<file path="src/core/feature_config_defines.vh">
// Purpose: Constants for the feature configuration loader of a smoke-detector controller.
// Assumes: 10 MHz core clock; all tester pins are asynchronous to it.
// Notes: All timing counts assume the 10 MHz core clock.
// Function
// - Position 18 of the feature word is unimplemented and has no effect.
// - Trip field 17:16 decodes 00 7.5V, 01 7.8V, 10 6.9V, 11 7.2V.
// - Bit 15 high enables end-of-life indication.
// - Bit 14 high enables the gas alarm on the interconnect line.
// - Bit 13 high disables auto alarm locate.
// - Bit 12 high locks horn pattern to interconnected units.
// - Bit 11 high allows silencing the low battery warning.
// - Bit 10 high chirps the horn for alarm memory during button test.
// - Bit 9 high flashes the LED for alarm memory during button test.
// - Timeout field 8:7 decodes 24h, 48h, zero hours, never.
// - Bit 6 high enables alarm memory.
// - Bit 5 selects an 80 second or 9 minute silence timer.
// - Bit 4 high lets high or remote smoke end silence early.
// - Bit 3 high starts silence only during local smoke alarm.
// - Bit 2 high disables silence; low enables it.
// - Bit 1 high gives continuous tone, low temporal tone.
// - Verify modes only after calibration is stored.
// - Twelve steps then data low 1 ms shows standby smoke on verify output.
// - Thirteen steps enter hysteresis verify; data pulse triggers a check.
// - Fourteen steps enter silence verify; data pulse triggers detection.
// - Fifteen steps enter chamber verify; data pulse gives a result.
// - In feature entry one data bit shifts per shift clock, 18 bits.
// - Interconnect pulse of at least 10 ms commits the word.
`ifndef FEATURE_CONFIG_DEFINES_VH
`define FEATURE_CONFIG_DEFINES_VH
`define WORD_W 18
`define CLK_HZ 10000000
`define STORE_PULSE_MS 10
`define STORE_CYCLES ((`STORE_PULSE_MS * `CLK_HZ) / 1000)
`define STANDBY_HOLD_MS 1
`define STANDBY_CYCLES ((`STANDBY_HOLD_MS * `CLK_HZ) / 1000)
`define SILENCE_SHORT_S 80
`define SILENCE_LONG_MIN 9
`define STEP_FEATURE 5'h02
`define STEP_STANDBY 5'h0C
`define STEP_HYST 5'h0D
`define STEP_SILENCE 5'h0E
`define STEP_CHAMBER 5'h0F
`define BIT_TRIP_HI 17
`define BIT_TRIP_LO 16
`define BIT_EOL 15
`define BIT_GAS 14
`define BIT_NOAUTO 13
`define BIT_SYNC 12
`define BIT_LBSIL 11
`define BIT_CHIRP 10
`define BIT_FLASH 9
`define BIT_TO_HI 8
`define BIT_TO_LO 7
`define BIT_AMEM 6
`define BIT_SILTMR 5
`define BIT_SMART 4
`define BIT_ALARMONLY 3
`define BIT_SILDIS_N 2
`define BIT_TONE 1
`define TRIP_7V5 2'h0
`define TRIP_7V8 2'h1
`define TRIP_6V9 2'h2
`define TRIP_7V2 2'h3
`define TO_24H 2'h0
`define TO_48H 2'h1
`define TO_0H 2'h2
`define TO_NEVER 2'h3
`endif

</file>
<file path="src/core/feature_config_loader.v">
// Purpose: Tester-driven entry of the user feature word and selection of verify modes.
// Assumes: All tester pins are asynchronous; they are synchronised before use.
// Notes: The word is kept LSB-first as shifted; bit n of the word is index n-1 here.
`timescale 1ns/100ps
`include "feature_config_defines.vh"
module feature_config_loader #(
  parameter STORE_CYCLES = `STORE_CYCLES
) (
  input wire clock,
  input wire resetn,
  input wire mode_step_clock,
  input wire data_in,
  input wire shift_clock,
  input wire link_in,
  input wire calib_stored,
  input wire smoke_detect,
  output reg feature_entry_mode,
  output reg standby_verify_mode,
  output reg hysteresis_verify_mode,
  output reg silence_verify_mode,
  output reg chamber_verify_mode,
  output reg verify_result_out,
  output reg store_strobe,
  output reg [`WORD_W-1:0] user_feature_word,
  output reg [1:0] low_batt_trip,
  output reg end_of_life_enable,
  output reg gas_alarm_link_enable,
  output reg auto_locate,
  output reg horn_lockstep_enable,
  output reg low_batt_silence_enable,
  output reg memory_chirp_enable,
  output reg memory_flash_enable,
  output reg [1:0] memory_timeout,
  output reg alarm_memory_enable,
  output reg silence_timer_long,
  output reg smart_silence,
  output reg silence_in_alarm_only,
  output reg silence_enable,
  output reg tone_continuous
);

////////////////////////////////////////////////////////////////////////////////
// Synchronisers and edge detection.

// Every tester pin is asynchronous to the core clock, so each passes two
// flip-flops; a third flop keeps the previous level for edge detection. All
// of them reset low, the idle level of every pin, so no false edge follows
// reset. The analog detection level is free-running and is synchronised too.
localparam PIN_STEP = 0;
localparam PIN_DATA = 1;
localparam PIN_SHIFT = 2;
localparam PIN_LINK = 3;
localparam PIN_COUNT = 4;

wire [PIN_COUNT-1:0] pin_raw = {link_in, shift_clock, data_in, mode_step_clock};
wire [PIN_COUNT-1:0] pin_s;
wire [PIN_COUNT-1:0] pin_d;
genvar gi;

generate
  for (gi = 0; gi < PIN_COUNT; gi = gi + 1) begin : g_sync
    reg [1:0] sync_ff;
    reg delay_ff;
    always @(posedge clock or negedge resetn) begin
      if (!resetn) begin
        sync_ff <= 2'h0;
        delay_ff <= 1'b0;
      end else begin
        sync_ff <= {sync_ff[0], pin_raw[gi]};
        delay_ff <= sync_ff[1];
      end
    end
    assign pin_s[gi] = sync_ff[1];
    assign pin_d[gi] = delay_ff;
  end
endgenerate

wire step_s = pin_s[PIN_STEP];
wire data_s = pin_s[PIN_DATA];
wire shift_s = pin_s[PIN_SHIFT];
wire link_s = pin_s[PIN_LINK];
wire step_fall = pin_d[PIN_STEP] & ~step_s;
wire shift_rise = shift_s & ~pin_d[PIN_SHIFT];
wire data_rise = data_s & ~pin_d[PIN_DATA];
wire link_fall = pin_d[PIN_LINK] & ~link_s;

reg [1:0] smoke_sync_ff;
wire smoke_s = smoke_sync_ff[1];

always @(posedge clock or negedge resetn) begin
  if (!resetn) begin
    smoke_sync_ff <= 2'h0;
  end else begin
    smoke_sync_ff <= {smoke_sync_ff[0], smoke_detect};
  end
end

////////////////////////////////////////////////////////////////////////////////
// Mode sequencer.

localparam ST_IDLE = 2'h0;
localparam ST_ARMED = 2'h1;
localparam ST_COUNT = 2'h2;
localparam ST_LOCKED = 2'h3;

reg [1:0] state_ff;
reg [1:0] nxt_state;
reg [4:0] step_cnt_ff;
reg [4:0] nxt_step_cnt;

// Counting starts only after the step pin and then the data pin have been
// raised, so stray step glitches in normal operation cannot walk the device
// into a test mode. The step count saturates so that a long burst of pulses
// cannot wrap back into feature entry. After a store the sequencer locks
// until power-on reset, because a stored word may only change by a full
// re-entry after power down.
always @* begin
  nxt_state = state_ff;
  nxt_step_cnt = step_cnt_ff;
  case (state_ff)
    ST_IDLE: begin
      if (step_s & ~data_s) begin
        nxt_state = ST_ARMED;
      end
    end
    ST_ARMED: begin
      if (!step_s) begin
        nxt_state = ST_IDLE;
      end else if (data_s) begin
        nxt_state = ST_COUNT;
      end
    end
    ST_COUNT: begin
      if (step_fall && step_cnt_ff != 5'h1F) begin
        nxt_step_cnt = step_cnt_ff + 5'h01;
      end
      if (store_strobe) begin
        nxt_state = ST_LOCKED;
      end
    end
    ST_LOCKED: begin
      nxt_state = ST_LOCKED;
    end
    default: begin
      nxt_state = ST_IDLE;
    end
  endcase
end

// One decode of the step count, shared by the four verify modes; each mode
// also needs a finished entry sequence and stored calibration.
function mode_hit;
  input [4:0] count;
  input [4:0] target;
  input ok;
  begin
    mode_hit = ok && (count == target);
  end
endfunction

wire in_entry = (state_ff == ST_COUNT) && (step_cnt_ff == `STEP_FEATURE);
wire verify_ok = (state_ff == ST_COUNT) && calib_stored;

always @(posedge clock or negedge resetn) begin
  if (!resetn) begin
    state_ff <= ST_IDLE;
    step_cnt_ff <= 5'h00;
    feature_entry_mode <= 1'b0;
    standby_verify_mode <= 1'b0;
    hysteresis_verify_mode <= 1'b0;
    silence_verify_mode <= 1'b0;
    chamber_verify_mode <= 1'b0;
  end else begin
    state_ff <= nxt_state;
    step_cnt_ff <= nxt_step_cnt;
    feature_entry_mode <= in_entry;
    standby_verify_mode <= mode_hit(step_cnt_ff, `STEP_STANDBY, verify_ok);
    hysteresis_verify_mode <= mode_hit(step_cnt_ff, `STEP_HYST, verify_ok);
    silence_verify_mode <= mode_hit(step_cnt_ff, `STEP_SILENCE, verify_ok);
    chamber_verify_mode <= mode_hit(step_cnt_ff, `STEP_CHAMBER, verify_ok);
  end
end

////////////////////////////////////////////////////////////////////////////////
// Shift register, store pulse timing and commit.

// Shift edges beyond the eighteenth are dropped rather than pushing the
// first bits out. The interconnect must stay high for the whole store time;
// its counter stops at the limit, so a very long pulse is still one store.
reg [`WORD_W-1:0] shift_ff;
reg [4:0] bit_cnt_ff;
reg [23:0] link_cnt_ff;
reg link_long_ff;

always @(posedge clock or negedge resetn) begin
  if (!resetn) begin
    shift_ff <= {`WORD_W{1'b0}};
    bit_cnt_ff <= 5'h00;
    link_cnt_ff <= 24'h000000;
    link_long_ff <= 1'b0;
    store_strobe <= 1'b0;
    user_feature_word <= {`WORD_W{1'b0}};
  end else begin
    store_strobe <= 1'b0;
    // Bits arrive LSB first; a new bit enters at the top and moves down.
    if (in_entry && shift_rise && bit_cnt_ff != `WORD_W) begin
      shift_ff <= {data_s, shift_ff[`WORD_W-1:1]};
      bit_cnt_ff <= bit_cnt_ff + 5'h01;
    end
    if (link_s && in_entry) begin
      if (link_cnt_ff != STORE_CYCLES[23:0]) begin
        link_cnt_ff <= link_cnt_ff + 24'h000001;
      end else begin
        link_long_ff <= 1'b1;
      end
    end else if (!link_s) begin
      link_cnt_ff <= 24'h000000;
      link_long_ff <= 1'b0;
    end
    // A short or out-of-mode pulse on the interconnect is not a store.
    if (in_entry && link_fall && link_long_ff) begin
      store_strobe <= 1'b1;
      user_feature_word <= shift_ff;
    end
  end
end

////////////////////////////////////////////////////////////////////////////////
// Verify result.

// Standby check: the data pin must stay low for the whole hold time before
// the detection level is shown, so a short dip shows nothing. The other
// three checks latch the detection level on each rising data edge and hold
// it until the next edge or until the mode is left.
reg [15:0] hold_cnt_ff;
wire any_pulse_mode = hysteresis_verify_mode | silence_verify_mode | chamber_verify_mode;

always @(posedge clock or negedge resetn) begin
  if (!resetn) begin
    hold_cnt_ff <= 16'h0000;
    verify_result_out <= 1'b0;
  end else begin
    if (standby_verify_mode && !data_s) begin
      if (hold_cnt_ff != `STANDBY_CYCLES) begin
        hold_cnt_ff <= hold_cnt_ff + 16'h0001;
      end
    end else begin
      hold_cnt_ff <= 16'h0000;
    end
    if (standby_verify_mode) begin
      verify_result_out <= (hold_cnt_ff == `STANDBY_CYCLES) && smoke_s;
    end else if (any_pulse_mode) begin
      if (data_rise) begin
        verify_result_out <= smoke_s;
      end
    end else begin
      verify_result_out <= 1'b0;
    end
  end
end

////////////////////////////////////////////////////////////////////////////////
// Feature decode. Word index is bit position minus one; position 18 is ignored.
// Each decode is a flop fed from the stored word, so it follows a store one
// cycle later; before any store it shows the decode of an all-zero word.

always @(posedge clock or negedge resetn) begin
  if (!resetn) begin
    low_batt_trip <= `TRIP_7V5;
    end_of_life_enable <= 1'b0;
    gas_alarm_link_enable <= 1'b0;
    auto_locate <= 1'b1;
    horn_lockstep_enable <= 1'b0;
    low_batt_silence_enable <= 1'b0;
    memory_chirp_enable <= 1'b0;
    memory_flash_enable <= 1'b0;
    memory_timeout <= `TO_24H;
    alarm_memory_enable <= 1'b0;
    silence_timer_long <= 1'b1;
    smart_silence <= 1'b0;
    silence_in_alarm_only <= 1'b0;
    silence_enable <= 1'b1;
    tone_continuous <= 1'b0;
  end else begin
    low_batt_trip <= {user_feature_word[`BIT_TRIP_HI-1],
                      user_feature_word[`BIT_TRIP_LO-1]};
    end_of_life_enable <= user_feature_word[`BIT_EOL-1];
    gas_alarm_link_enable <= user_feature_word[`BIT_GAS-1];
    auto_locate <= ~user_feature_word[`BIT_NOAUTO-1];
    horn_lockstep_enable <= user_feature_word[`BIT_SYNC-1];
    low_batt_silence_enable <= user_feature_word[`BIT_LBSIL-1];
    memory_chirp_enable <= user_feature_word[`BIT_CHIRP-1];
    memory_flash_enable <= user_feature_word[`BIT_FLASH-1];
    memory_timeout <= {user_feature_word[`BIT_TO_HI-1],
                       user_feature_word[`BIT_TO_LO-1]};
    alarm_memory_enable <= user_feature_word[`BIT_AMEM-1];
    silence_timer_long <= ~user_feature_word[`BIT_SILTMR-1];
    smart_silence <= user_feature_word[`BIT_SMART-1];
    silence_in_alarm_only <= user_feature_word[`BIT_ALARMONLY-1];
    silence_enable <= ~user_feature_word[`BIT_SILDIS_N-1];
    tone_continuous <= user_feature_word[`BIT_TONE-1];
  end
end

endmodule

</file>
<file path="config.mk">
export PLATFORM = sky130hd
export DESIGN_NAME = feature_config_loader
export DESIGN_NICKNAME = d
export VERILOG_FILES = /design/src/core/feature_config_loader.v
export VERILOG_INCLUDE_DIRS = /design/src /design/src/core
export SDC_FILE = /design/constraint.sdc
export NUM_CORES = 1
export LEC_CHECK = 0
export BUFFER_PORTS_ARGS = -buffer_cell sky130_fd_sc_hd__buf_2
export CORE_MARGIN = 2
export CORE_UTILIZATION = 45
export CTS_CLUSTER_DIAMETER = 150
export DETAILED_ROUTE_END_ITERATION = 6
export MAX_ROUTING_LAYER = met4
export PLACE_DENSITY = 0.72
export SLEW_MARGIN = 15
export SYNTH_ARGS = -nofsm -noshare
export SYNTH_HDL_FRONTEND = slang
export SYNTH_SLANG_ARGS = --single-unit
</file>
<file path="constraint.sdc">
create_clock -name clock -period 3.2 [get_ports clock]
set_input_delay 0.16 -clock clock [delete_from_list [all_inputs] [get_ports clock]]
set_output_delay 0.16 -clock clock [all_outputs]
set_load 0.03 [all_outputs]
</file>
# Word-level counts from Yosys, hierarchy flattened
# Index checks and enable logic that the tools add are counted.
word_totals:
  output_inout_bits: 42
  ff_bits: 127
  input_bits: 8
op_classes:
  add_sub_neg: 4
  bitwise_logic: 15
  muxes: 17
  n_eq_ne: 21
  reduce_logical: 20
op_table:
  columns: ["op", "count"]
  rows:
  - ["$mux W24", 3]
  - ["$mux W16", 2]
  - ["$add A24 B1 Y24 const B", 1]
  - ["$ne A24 B17 Y1 const B", 1]
  - ["$eq A5 B4 Y1 const B", 4]
  - ["$add A16 B1 Y16 const B", 1]
  - ["$eq A16 B14 Y1 const B", 1]
  - ["$ne A16 B14 Y1 const B", 1]
  - ["$logic_and A1 B1 Y1", 14]
  - ["$add A5 B1 Y5 const B", 2]
  - ["$ne A5 B5 Y1 const B", 2]
  - ["$mux W2", 4]
  - ["$not A1 Y1", 8]
  - ["$pmux W2 S4", 1]
  - ["$mux W1", 7]
  - ["$ne A2 B1 Y1 const B", 3]
  - ["$ne A2 B2 Y1 const B", 3]
  - ["$ne A3 B3 Y1 const B", 2]
  - ["$reduce_and A2 Y1", 3]
  - ["$and A1 B1 Y1", 5]
  - ["$eq A5 B2 Y1 const B", 1]
  - ["$eq A2 B2 Y1 const B", 2]
  - ["$reduce_and A3 Y1", 1]
  - ["$eq A2 B1 Y1 const B", 1]
  - ["other kinds (3)", 4]

# Depth between registers and ports, before layout
# Gate-level depths: netlist (run 1).
logic_depth:
  word_depth: 5
  depth_mapped: 8

# Worst setup path after synthesis (run 1)
# OpenSTA, ideal clock, no wires.
synth_timing:
  path_type: "register to register"
  startpoint: "reg step_cnt_ff[0]"
  endpoint: "reg link_cnt_ff[21]"
  path_stages_with_launch: 9
  required_time_ns: 3.081
  path_slack_ns: 0.923
  setup_ns: 0.119
  arrival_ns: 2.158
  cell_sequence: "dfrtp_1 inv_1 ha_1 or4b_4 or3b_1 buf_2 nor4_2 xor2_1 and2_1"
synth_via:
  elab_chain_len: 5
synth_rtl:
  columns: ["element", "line", "text"]
  rows:
  - ["start: declaration", "feature_config_loader.v:108", "reg [4:0] step_cnt_ff;"]
  - ["start signal: assignment", "feature_config_loader.v:175", "step_cnt_ff <= nxt_step_cnt;"]
  - ["$eq A5 B2 Y1 (no source line) (*)", null, null]
  - ["$logic_and A1 B1 Y1 (*)", "feature_config_loader.v:161", "wire in_entry = (state_ff == ST_COUNT) && (step_cnt_ff == `STEP_FEATURE);"]
  - ["$logic_and A1 B1 Y1 (*)", "feature_config_loader.v:210", "if (link_s && in_entry) begin"]
  - ["$ne A2 B1 Y1 (no source line)", null, null]
  - ["$reduce_and A2 Y1 (no source line)", null, null]
  - ["end signal: assignment", "feature_config_loader.v:212", "link_cnt_ff <= link_cnt_ff + 24'h000001;"]
  - ["end: declaration", "feature_config_loader.v:192", "reg [23:0] link_cnt_ff;"]
# Mark *: on every way between the ends. The rest lies on a longest branch, timed or not.
# A chain may end at the register's enable or synchronous reset.

# Final worst setup path (run 1)
layout_timing:
  startpoint: "reg step_cnt_ff[0]"
  endpoint: "reg link_cnt_ff[8]"
layout_via:
  elab_chain_len: 5
layout_rtl:
  columns: ["element", "line"]
  rows:
  - ["$eq A5 B2 Y1 (no source line) (*)", null]
  - ["$logic_and A1 B1 Y1 (*)", "feature_config_loader.v:161"]
  - ["net in_entry", "feature_config_loader.v:161"]
  - ["$logic_and A1 B1 Y1 (*)", "feature_config_loader.v:210"]
  - ["$ne A2 B1 Y1 (no source line)", null]
  - ["$reduce_and A2 Y1 (no source line)", null]
# The timed path passes the listed nets; every way through them passes the cells marked *.

==> results of run 1 <==
-- through the flow --
stage               cell area (sq um)  hold slack, ns  power [W]
finish                           6270          0.0534    0.00377
global route                     6270          0.0431    0.00393
CTS                              6270          0.0311    0.00381
detailed placement               5650           0.243    0.00201
global placement                 5650           0.234    0.00199
floorplan                        5220          -0.136    0.00190
-- critical path: stages, from the launching register on --
cell,delay (ns)
dfrtp_1,0.41
inv_1,0.13
ha_1,0.17
or4b_4,0.52
nor2_2,0.23
o21ai_1,0.36
or4_1,0.51
a21boi_0,0.20
-- cell type report --
cell class / count / area [sq um] / area share [%]
tap: 143 / 179 / 2.85
inverter: 14 / 52.6 / 0.838
timing repair buffer: 61 / 365 / 5.83
clock inverter: 7 / 62.6 / 0.998
sequential: 127 / 3180 / 50.7
multi-input combinational: 298 / 1930 / 30.8
clock buffer: 25 / 495 / 7.90
-- power groups by stage --
stage | sequential [W] | combinational [W] | clock, W
floorplan | 0.00174 | 0.000158 | 0
global placement | 0.00175 | 0.000245 | 0
detailed placement | 0.00175 | 0.000255 | 0
CTS | 0.00173 | 0.000263 | 0.00182
global route | 0.00173 | 0.000302 | 0.00189
finish | 0.00173 | 0.000256 | 0.00179
-- metal layers --
layer  track usage, %  vias to the layer above  wire length (um)
met5                -                        -                 0
met4             8.64                        0               197
met3             4.95                       15               407
met2             25.2                       61              4570
met1             21.3                     1732              4290
li1                 -                     1663                 -
-- cells in the final DEF (no fill, tap or decap), types with 2 or more instances in the layout --
cell and count:
nand2_1 85, nor2b_1 2, or3_1 4, mux2i_1 6
nand3_1 17, a21boi_0 4, nand2b_1 7, and3_1 8
nor3_1 11, clkbuf_1 4, buf_2 48, or4_1 5
ha_1 12, o31ai_1 3, xor2_1 10, nand4_1 10
clkbuf_8 4, and4_1 3, inv_1 14, xnor2_1 22
nor2_1 16, a21oi_1 3, mux2_2 15, clkbuf_16 17
and2_1 16, nor4_1 3, dfrtp_1 124, nor4_4 2
dfstp_2 3, o21a_1 5, nor4b_1 2, clkinv_2 5
buf_4 6, dlygate4sd3_1 6, o21ai_0 10
-- state kept, by name, indices dropped and copies added, names as in the netlist, 2 cells and up --
| name | count |
|---|---|
| user_feature_word | 18 |
| smoke_sync_ff | 2 |
| bit_cnt_ff | 5 |
| memory_timeout | 2 |
| hold_cnt_ff | 16 |
| state_ff | 2 |
| low_batt_trip | 2 |
| shift_ff | 18 |
| step_cnt_ff | 5 |
| link_cnt_ff | 24 |
| g_sync.delay_ff | 4 |
| g_sync.sync_ff | 8 |
-- cells by family after synthesis --
group / after synthesis / share of synthesized area [%]
and+or+nand+nor: 202 / 20.4
DFF: 127 / 60.9
xor gates and xnor gates: 32 / 5.37
AOI/OAI and AO/OA: 31 / 3.86
buffers and inverters: 29 / 2.20
muxes: 21 / 4.39
adders and majority gates: 12 / 2.88
-- path summary, 6_finish.rpt --
kind,from,endpoint,slack (ns)
setup reg to reg,step_cnt_ff[0]$_DFFE_PN0P_,link_cnt_ff[8]$_DFFE_PN0P_,0.58
min in group asynchronous,resetn,hold_cnt_ff[2]$_DFFE_PN0P_,0.32
hold / removal,calib_stored,chamber_verify_mode$_DFF_PN0_,0.05
setup / recovery,step_cnt_ff[0]$_DFFE_PN0P_,link_cnt_ff[8]$_DFFE_PN0P_,0.58
hold reg to reg,g_sync[2].sync_ff[0]$_DFF_PN0_,g_sync[2].sync_ff[1]$_DFF_PN0_,0.35
max in group asynchronous,resetn,auto_locate$_DFF_PN1_,2.03
==> impl_results.md, run 1 <==
- Status: completed
- Flop pwr share: 45.8%
- Worst setup margin: 0.576 ns
- Synth area leader: dfrtp_1
- Critical setup path kind: reg2reg
- Final Slew Violations: 0
- Final ANT Viol Nets: 0
- Synth Instances: 454
- Seq/Total Area, Yosys: 60.9%
- # resized after CTS: 0
- First-pass GRT wire length: 16400 um
- Final wirelength: 9460 um
- Final setup vio count: 0
- Post-CTS Setup Repair Bufs: 0
- Clk root buf: clkbuf_16
- Clock power share: 47.4%
- Syn_area_per_cell: 11.5 sq um
- Commonest cells in the netlist: dfrtp_1 (124), nand2_1 (85), xnor2_1 (22), nand3_1 (17)
- Pint: 0.00291 W
- Clk Latency, worst-skew pair: 0.41 ns
- #FFs+latches synth: 127
- Post-route minimum period: 2.62 ns
- DRC errors left: 0
- Crit start category: flip-flop
- Cells after DPL: 637
- Filler cells: 954
- CTS tree: done
- Horiz. Die Dim: 112 um
- Synthesized Nets: 474
- Comb power frac: 6.8%
- Synth async-reset ratio: 100%
- CP arrival: 2.94 ns
- Starting Density: 45.9%
- Rows: 39
- Hold-fix buffers, CTS: 6
- CTS H-tree lvls: 4
- Final core utilization: 55.1%
- IO Pins: 50
- Slew margin rel.: 39.2%
- RSZ-0062 raised after global routing: no
- CP Max Fanout: 15
- Via density: 5.14
- Slew @ Worst Pin: 0.906 ns
- Pwr dens: 601 mW/mm^2
- Sum Neg Setup Slack: 0 ns
- Detailed Route Iter0 Violations: 243
- Layout cells sized above 1: 20.5%
- Total CTS buffers: 17
- Max cap viols: 0
- DR pass1 iterations: 5
- Most used DFF post-synth: dfrtp_1
- Sink Count: 127
- Final period util: 82.0%
- Routed len/inst: 14.0 um
- Hold depth: 2
- Clk slew on worst S/H paths: 0.05 ns
- Final cell count without fillers: 675
- Dpl ws: 0.594 ns
- Ys Warns: 0
- NetSw: 0.000864 W
- Required @ worst endpoint: 3.52 ns
- Largest net degree at the start of global routing: 78
- Max Root-Sink Buffers: 2
- Cells on worst reg2reg path: 7
- Routability cong.: 0.841
- N_diodes: 0
- Routed vias: 3471
- HP Class: in2reg
- Area growth syn-to-layout: 20.1%
- Fmax: 381 MHz
- Top-count cell post-synth: dfrtp_1
- Distinct cells, synth: 47
- DIE HEIGHT: 112 um
- Vias in the first global route: 3484
- Leakage: 3.08 nW
- IO Port Bufs: 49
- Worst vdd ir: 0.000627 V
- DP HPWL: 6290 um
- Post-synth EDFFs: 0
- Fin. Hold Viols: 0
- Gr usage total: 17.0%
- Sw Share: 22.9%
- Synth top area cells: dfrtp_1 (59%), nand2_1 (6.1%), xnor2_1 (3.7%)
- Die area: 0.0125 sq mm
- Max Clock Skew: 0.00975 ns
- CP Capture Type: flip-flop
- Top-area cell type share of the netlist area: 59.4%
- Mapped Area: 0.00522 sq mm
- Antenna violations before repair: 0
- Post-layout net count: 539
- Gr ovfl total: 0
- Core ar.: 0.0114 sq mm
Power figures use the tool's default switching activity.
==> run 2, diff against run 1 <==
PLACE_DENSITY = 0.75   (was 0.72)
clock period = 2.2 ns   (was 3.2 ns; I/O delays follow)
==> run 2 against run 1 <==
Worst hold slack gained 0.16 ns. Sequential power grew 45%. Cell count grew 3.9%. Die area is the same. Cell area grew 7.0%. Utilization grew 3.9 points. Register-to-register slack lost 0.54 ns. Clock-buffer cell count shrank 8. Non-clock buffer count grew 26. Total power grew 58%. Clock skew grew 0.0060 ns. Largest cell class unchanged. Highest routed layer unchanged.
==> impl_results.md, run 2 (synthesis gave the netlist of run 1 again) <==
- CP Capture Type: flip-flop
- Post-layout net count: 565 (+4.8%)
- Final ANT Viol Nets: 0 (unchanged)
- Crit start category: flip-flop
- Number of flip-flops in the largest register: 24 (unchanged)
- Fmax: 462 MHz (+21%)
- Met1 usage: 23.7% (+2.4 points)
- Final wirelength: 10700 um (+13%)
- FF-to-FF setup slack: 0.03 ns (-0.54 ns)
- CP bufs+invs: 4 (+3)
- CP arrival: 2.46 ns (-0.48 ns)
- Global route hottest layer: met2
- Final period util: 98.4% (+16 points)
- Clock power share: 48.9% (+1.5 points)
- Final core utilization: 59.0% (+3.9 points)
- FF-to-FF End: user_feature_word[13]$_DFFE_PN0P_
- Worst r2r src: step_cnt_ff[0]$_DFFE_PN0P_
- IO Port Bufs: 49 (unchanged)
- Sw Share: 23.5% (+0.61 points)
- Max Clock Skew: 0.0158 ns (+0.00601 ns)
- Die area: 0.0125 sq mm (unchanged)
- Routability cong.: 0.799 (-5.1%)
- Worst vdd ir: 0.000948 V (+51%)
- DP HPWL: 6740 um (+7.2%)
- Clk Latency, worst-skew pair: 0.42 ns (about the same)
- Slew @ Worst Pin: 0.637 ns (-0.269 ns)
- Pint: 0.00455 W (+57%)
- NetSw: 0.00140 W (+62%)
- M3 GR Usage: 5.01% (+0.054 points)
- Max cap viols: 0 (unchanged)
- Layout cells sized above 1: 26.2% (+5.7 points)
- Final Hold Slack: 0.216 ns (+0.163 ns)
- Critical setup path kind: reg2reg
- CP Max Fanout: 5 (-10)
- Slew margin rel.: 57.5% (+18 points)
- RSZ-0062 raised after global routing: yes
- Largest net degree at the start of global routing: 60 (-23%)
- Rows: 39 (unchanged)
- Fin. Hold Viols: 0 (unchanged)
- DR pass1 iterations: 4 (-1)
- Via density: 5.18 (+0.79%)
- Most used cell along the critical path: buf_6
- Final setup vio count: 0 (unchanged)
- Post-route minimum period: 2.17 ns (-0.458 ns)
- CP Cell Sequence: inv_2, ha_4, or4b_4, buf_6, nor4_4, buf_6, clkbuf_16, mux2_4
- Clk slew on worst S/H paths: 0.06 ns (about the same)
- Vias in the first global route: 3604 (+3.4%)
- Required @ worst endpoint: 2.49 ns (-1.03 ns)
- Total CTS buffers: 17 (unchanged)
- DIE HEIGHT: 112 um (unchanged)
- Delay-heaviest family, CP: simple AND/OR/NAND/NOR gates
- IO Pins: 50 (unchanged)
- Comb power frac: 9.1% (+2.3 points)
- Final Slew Violations: 0 (unchanged)
- Leakage: 3.31 nW (+7.5%)
- Flop pwr share: 42.0% (-3.8 points)
- Detailed Route Iter0 Violations: 254 (+4.5%)
- Routed len/inst: 15.3 um (+8.8%)
- Starting Density: 45.9% (unchanged)
- Cells on worst reg2reg path: 8 (+1)
- CTS H-tree lvls: 4 (unchanged)
- Critical-path top delay cell: or4b_4
- Area growth syn-to-layout: 28.5%
- Commonest non-fill, non-tap cell in the layout: dfrtp_1
- Pwr dens: 887 mW/mm^2 (+48%)
- Sink Count: 127 (unchanged)
- Antenna violations before repair: 0 (unchanged)
- N_diodes: 0 (unchanged)
- Horiz. Die Dim: 112 um (unchanged)
- HP Class: in2async
- CTS tree: done
- Commonest cells after routing, fill and taps aside: dfrtp_1 (124), nand2_1 (85), buf_2 (48)
- Status: completed
- Gr ovfl total: 0 (unchanged)
- Largest regs: link_cnt_ff: 24 flops, shift_ff: 18 flops, user_feature_word: 18 flops
- Max Root-Sink Buffers: 2 (unchanged)
- Largest Register: link_cnt_ff
- First-pass GRT wire length: 17300 um (+5.8%)
- Gr usage total: 18.0% (+1.1 points)
- DRC errors left: 0 (unchanged)
- Core ar.: 0.0114 sq mm (unchanged)
- Clk root buf: clkbuf_16
- Sum Neg Setup Slack: 0 ns (unchanged)
- Routed vias: 3633 (+4.7%)
- CP max stage delay: 0.46 ns (-0.06 ns)
- Met2 Usage GRT: 26.7% (+1.5 points)
-- run 2: through the flow --
step | total power, W | std cells | instance area, sq um | worst slack [ns]
floorplan | 0.00277 | 454 | 5240 | -0.0417
global placement | 0.00301 | 654 | 5800 | -0.0212
detailed placement | 0.00304 | 654 | 5800 | -0.0652
CTS | 0.00597 | 693 | 6510 | 0.00987
global route | 0.00616 | 701 | 6710 | -0.109
finish | 0.00595 | 701 | 6710 | 0.0345
-- run 2: layer usage --
metal | vias up | part of all wire, %
met4 | 0 | 2.2
met5 | - | 0
met1 | 1791 | 47
met2 | 92 | 46
li1 | 1726 | -
met3 | 24 | 4.5
-- run 2: layout make-up --
| class | instances | area, sq um |
|---|---|---|
| multi-input combinational | 298 | 2050 |
| sequential | 127 | 3180 |
| clock inverter | 15 | 194 |
| tap | 143 | 179 |
| timing repair buffer | 87 | 626 |
| fill | 864 | 4660 |
| inverter | 14 | 52.6 |
| clock buffer | 17 | 425 |
-- run 2: worst max path at each step --
stage | startpoint | end | slack (ns) | cells past startpoint
after CTS | step_cnt_ff[0]$_DFFE_PN0P_ | link_cnt_ff[13]$_DFFE_PN0P_ | 0.01 | 7
final | step_cnt_ff[0]$_DFFE_PN0P_ | user_feature_word[13]$_DFFE_PN0P_ | 0.03 | 8
after floorplan | step_cnt_ff[0]$_DFFE_PN0P_ | link_cnt_ff[13]$_DFFE_PN0P_ | -0.04 | 8
after detailed placement | step_cnt_ff[0]$_DFFE_PN0P_ | link_cnt_ff[13]$_DFFE_PN0P_ | -0.07 | 7
after global routing | step_cnt_ff[0]$_DFFE_PN0P_ | link_cnt_ff[20]$_DFFE_PN0P_ | -0.11 | 9
after global placement | step_cnt_ff[0]$_DFFE_PN0P_ | link_cnt_ff[21]$_DFFE_PN0P_ | -0.02 | 7
-- run 2: repair_timing --
item                                    CTS  global route
setup buffers                             0             5
gates cloned                              0             3
pin swaps                                 0            17
gates resized for setup                   5            27
endpoints found under the setup margin   26            53
hold endpoints to repair                 41             0
hold buffers                              7             0
-- run 2: power groups by stage --
stage,Sequential [W],Combinational (W),Clock [W]
after global routing,0.00251,0.000607,0.00304
after global placement,0.00253,0.000485,0
final,0.00250,0.000545,0.00291
after detailed placement,0.00253,0.000501,0
after floorplan,0.00254,0.000231,0
after CTS,0.00250,0.000529,0.00295
==> run 3, diff against run 2 <==
CORE_UTILIZATION = 40   (was 45)
HOLD_SLACK_MARGIN = 0.08   (was default)
PLACE_DENSITY = 0.69   (was 0.75)
==> run 3 against run 2 <==
Worst hold slack better by 0.057 ns. Critical path type unchanged. Clock power is 6.9% higher. Sequential share of layout area is 0.69 points higher. Global-route usage is 1.9 points lower. Register-to-register slack worse by 0.03 ns. Cell count is 2.6% higher. Total power is 3.3% higher. Wire length is 6.2% lower. Non-clock buffer count is 11 lower. Utilization is 6.8 points lower.
==> impl_results.md, run 3 (synthesis gave the netlist of run 1 again) <==
- Status: completed
- N_diodes: 0 (unchanged)
- FF-to-FF setup slack: 0.007 ns (-0.03 ns)
- Max cap viols: 0 (unchanged)
- Slew @ Worst Pin: 0.655 ns (+0.0177 ns)
- Commonest cells after routing, fill and taps aside: dfrtp_1 (124), nand2_1 (85), buf_2 (48)
- HP Class: in2async
- Area growth syn-to-layout: 26.7%
- Post-route minimum period: 2.19 ns (+0.0278 ns)
- IO Port Bufs: 49 (unchanged)
- Worst vdd ir: 0.000512 V (-46%)
- Routability cong.: 0.854 (+6.9%)
- IO Pins: 50 (unchanged)
- Clk slew on worst S/H paths: 0.06 ns (about the same)
- Max Root-Sink Buffers: 2 (unchanged)
- Via density: 4.87 (-6.0%)
- Largest Register: link_cnt_ff
- Slew margin rel.: 56.4% (-1.2 points)
- Sink Count: 127 (unchanged)
- Final ANT Viol Nets: 0 (unchanged)
- Fmax: 456 MHz (-1.3%)
- Starting Density: 41.2% (-4.7 points)
- Rows: 41 (+5.1%)
- Leakage: 3.23 nW (-2.3%)
- Number of flip-flops in the largest register: 24 (unchanged)
- Final setup vio count: 0 (unchanged)
- Delay-heaviest family, CP: simple AND/OR/NAND/NOR gates
- Horiz. Die Dim: 118 um (+5.8%)
- CP arrival: 2.50 ns (+0.04 ns)
- Routed len/inst: 14.0 um (-8.5%)
- Dpl ws: -0.106 ns (-0.0407 ns)
- Fin. Hold Viols: 0 (unchanged)
- Final Slew Violations: 0 (unchanged)
- Clk root buf: clkbuf_16
- Vias in the first global route: 3629 (+0.69%)
- Clk Latency, worst-skew pair: 0.41 ns (about the same)
- CP Capture Type: flip-flop
- Die area: 0.0140 sq mm (+12%)
- Gr usage total: 16.2% (-1.9 points)
- CP bufs+invs: 1 (-3)
- Largest net degree at the start of global routing: 48 (-20%)
- Crit start category: flip-flop
- CP Max Fanout: 6 (+1)
- CTS tree: done
- Final cell count without fillers: 719 (+2.6%)
- CP max stage delay: 0.47 ns (about the same)
- Final wirelength: 10000 um (-6.2%)
- Post-layout net count: 554 (-1.9%)
- DR pass1 iterations: 5 (+1)
- Total CTS buffers: 17 (unchanged)
- Layout cells sized above 1: 24.5% (-1.7 points)
- CTS H-tree lvls: 4 (unchanged)
- Sum Neg Setup Slack: 0 ns (unchanged)
- RSZ-0062 raised after global routing: yes
- Antenna violations before repair: 0 (unchanged)
- Critical-path top delay cell: or4b_4
- Max Clock Skew: 0.00768 ns (-0.00808 ns)
- Final period util: 99.7% (+1.3 points)
- DIE HEIGHT: 118 um (+5.8%)
- First-pass GRT wire length: 17500 um (+0.96%)
- Pwr dens: 930 mW/mm^2 (+4.8%)
- CP Cell Sequence: inv_2, ha_4, or4b_4, or3b_4, nor4_4, xor2_1, and2_1
- DP HPWL: 6490 um (-3.7%)
- Required @ worst endpoint: 2.50 ns (about the same)
- Gr ovfl total: 0 (unchanged)
- DRC errors left: 0 (unchanged)
- Core ar.: 0.0127 sq mm (+11%)
- Detailed Route Iter0 Violations: 348 (+37%)
- Commonest non-fill, non-tap cell in the layout: dfrtp_1
- Cells after DPL: 679 (+3.8%)
- Worst setup margin: 0.00665 ns (-0.0278 ns)
- Routed vias: 3503 (-3.6%)
- Critical setup path kind: reg2reg
- Largest regs: link_cnt_ff: 24 flops, shift_ff: 18 flops, user_feature_word: 18 flops
==> run 3: cell types whose count changed in the layout (fill, tap and decap cells not counted), sizes merged <==
cell and change:
bufinv +1, inv +1, buf -9, clkinv -4
==> run 3: final timing paths <==
path | start | cells past startpoint | end
min in group clock | mode_step_clock | 2 | g_sync[0].sync_ff[0]$_DFF_PN0_
hold reg to reg | g_sync[1].sync_ff[0]$_DFF_PN0_ | 0 | g_sync[1].sync_ff[1]$_DFF_PN0_
max in group asynchronous | resetn | 3 | auto_locate$_DFF_PN1_
hold / removal | resetn | 2 | g_sync[1].delay_ff$_DFF_PN0_
setup reg to reg | step_cnt_ff[0]$_DFFE_PN0P_ | 7 | link_cnt_ff[13]$_DFFE_PN0P_
setup / recovery | step_cnt_ff[0]$_DFFE_PN0P_ | 7 | link_cnt_ff[13]$_DFFE_PN0P_
==> run 3: per-layer routing <==
metal	vias up	track usage, %	part of all wire, %
met5	-	-	0
met4	0	6.33	1.3
met3	9	4.97	3.9
met2	67	24.6	49
met1	1732	20.3	46
li1	1695	-	-
==> run 3: area by class of cell <==
cell class              count  area [sq um]
repair buffers             76           513
flip-flops and latches    127          3180
well taps                 172           215
inverters                  14          52.6
clock inverters            13           209
multi-input cells         298          1990
fillers                  1080          6060
clock buffers              19           453
==> run 3: per-stage QoR <==
stage	instance area, sq um	utilization [%]	total power, W	hold slack, ns
detailed placement	5820	45.9	0.00302	0.196
finish	6610	52.2	0.00615	0.273
floorplan	5240	-	0.00277	-0.186
global route	6610	52.2	0.00640	0.315
global placement	5820	45.9	0.00300	0.189
CTS	6590	52.0	0.00622	0.289
==> run 3: what timing repair did <==
| item | CTS | global route |
|---|---|---|
| setup endpoints to repair | 34 | 29 |
| setup buffers | 1 | 0 |
| hold endpoints to repair | 52 | 0 |
| hold buffers | 7 | 0 |
| pin swaps | 2 | 6 |
| resized for setup | 6 | 7 |
==> run 3: report_power, final <==
part	leakage, nW	switching (W)	internal [W]	total [W]
logic	1.20	0.000302	0.000236	0.000538
registers	1.72	0.0000721	0.00243	0.00250
clock network	0.316	0.00104	0.00207	0.00311
total	3.23	0.00141	0.00474	0.00615
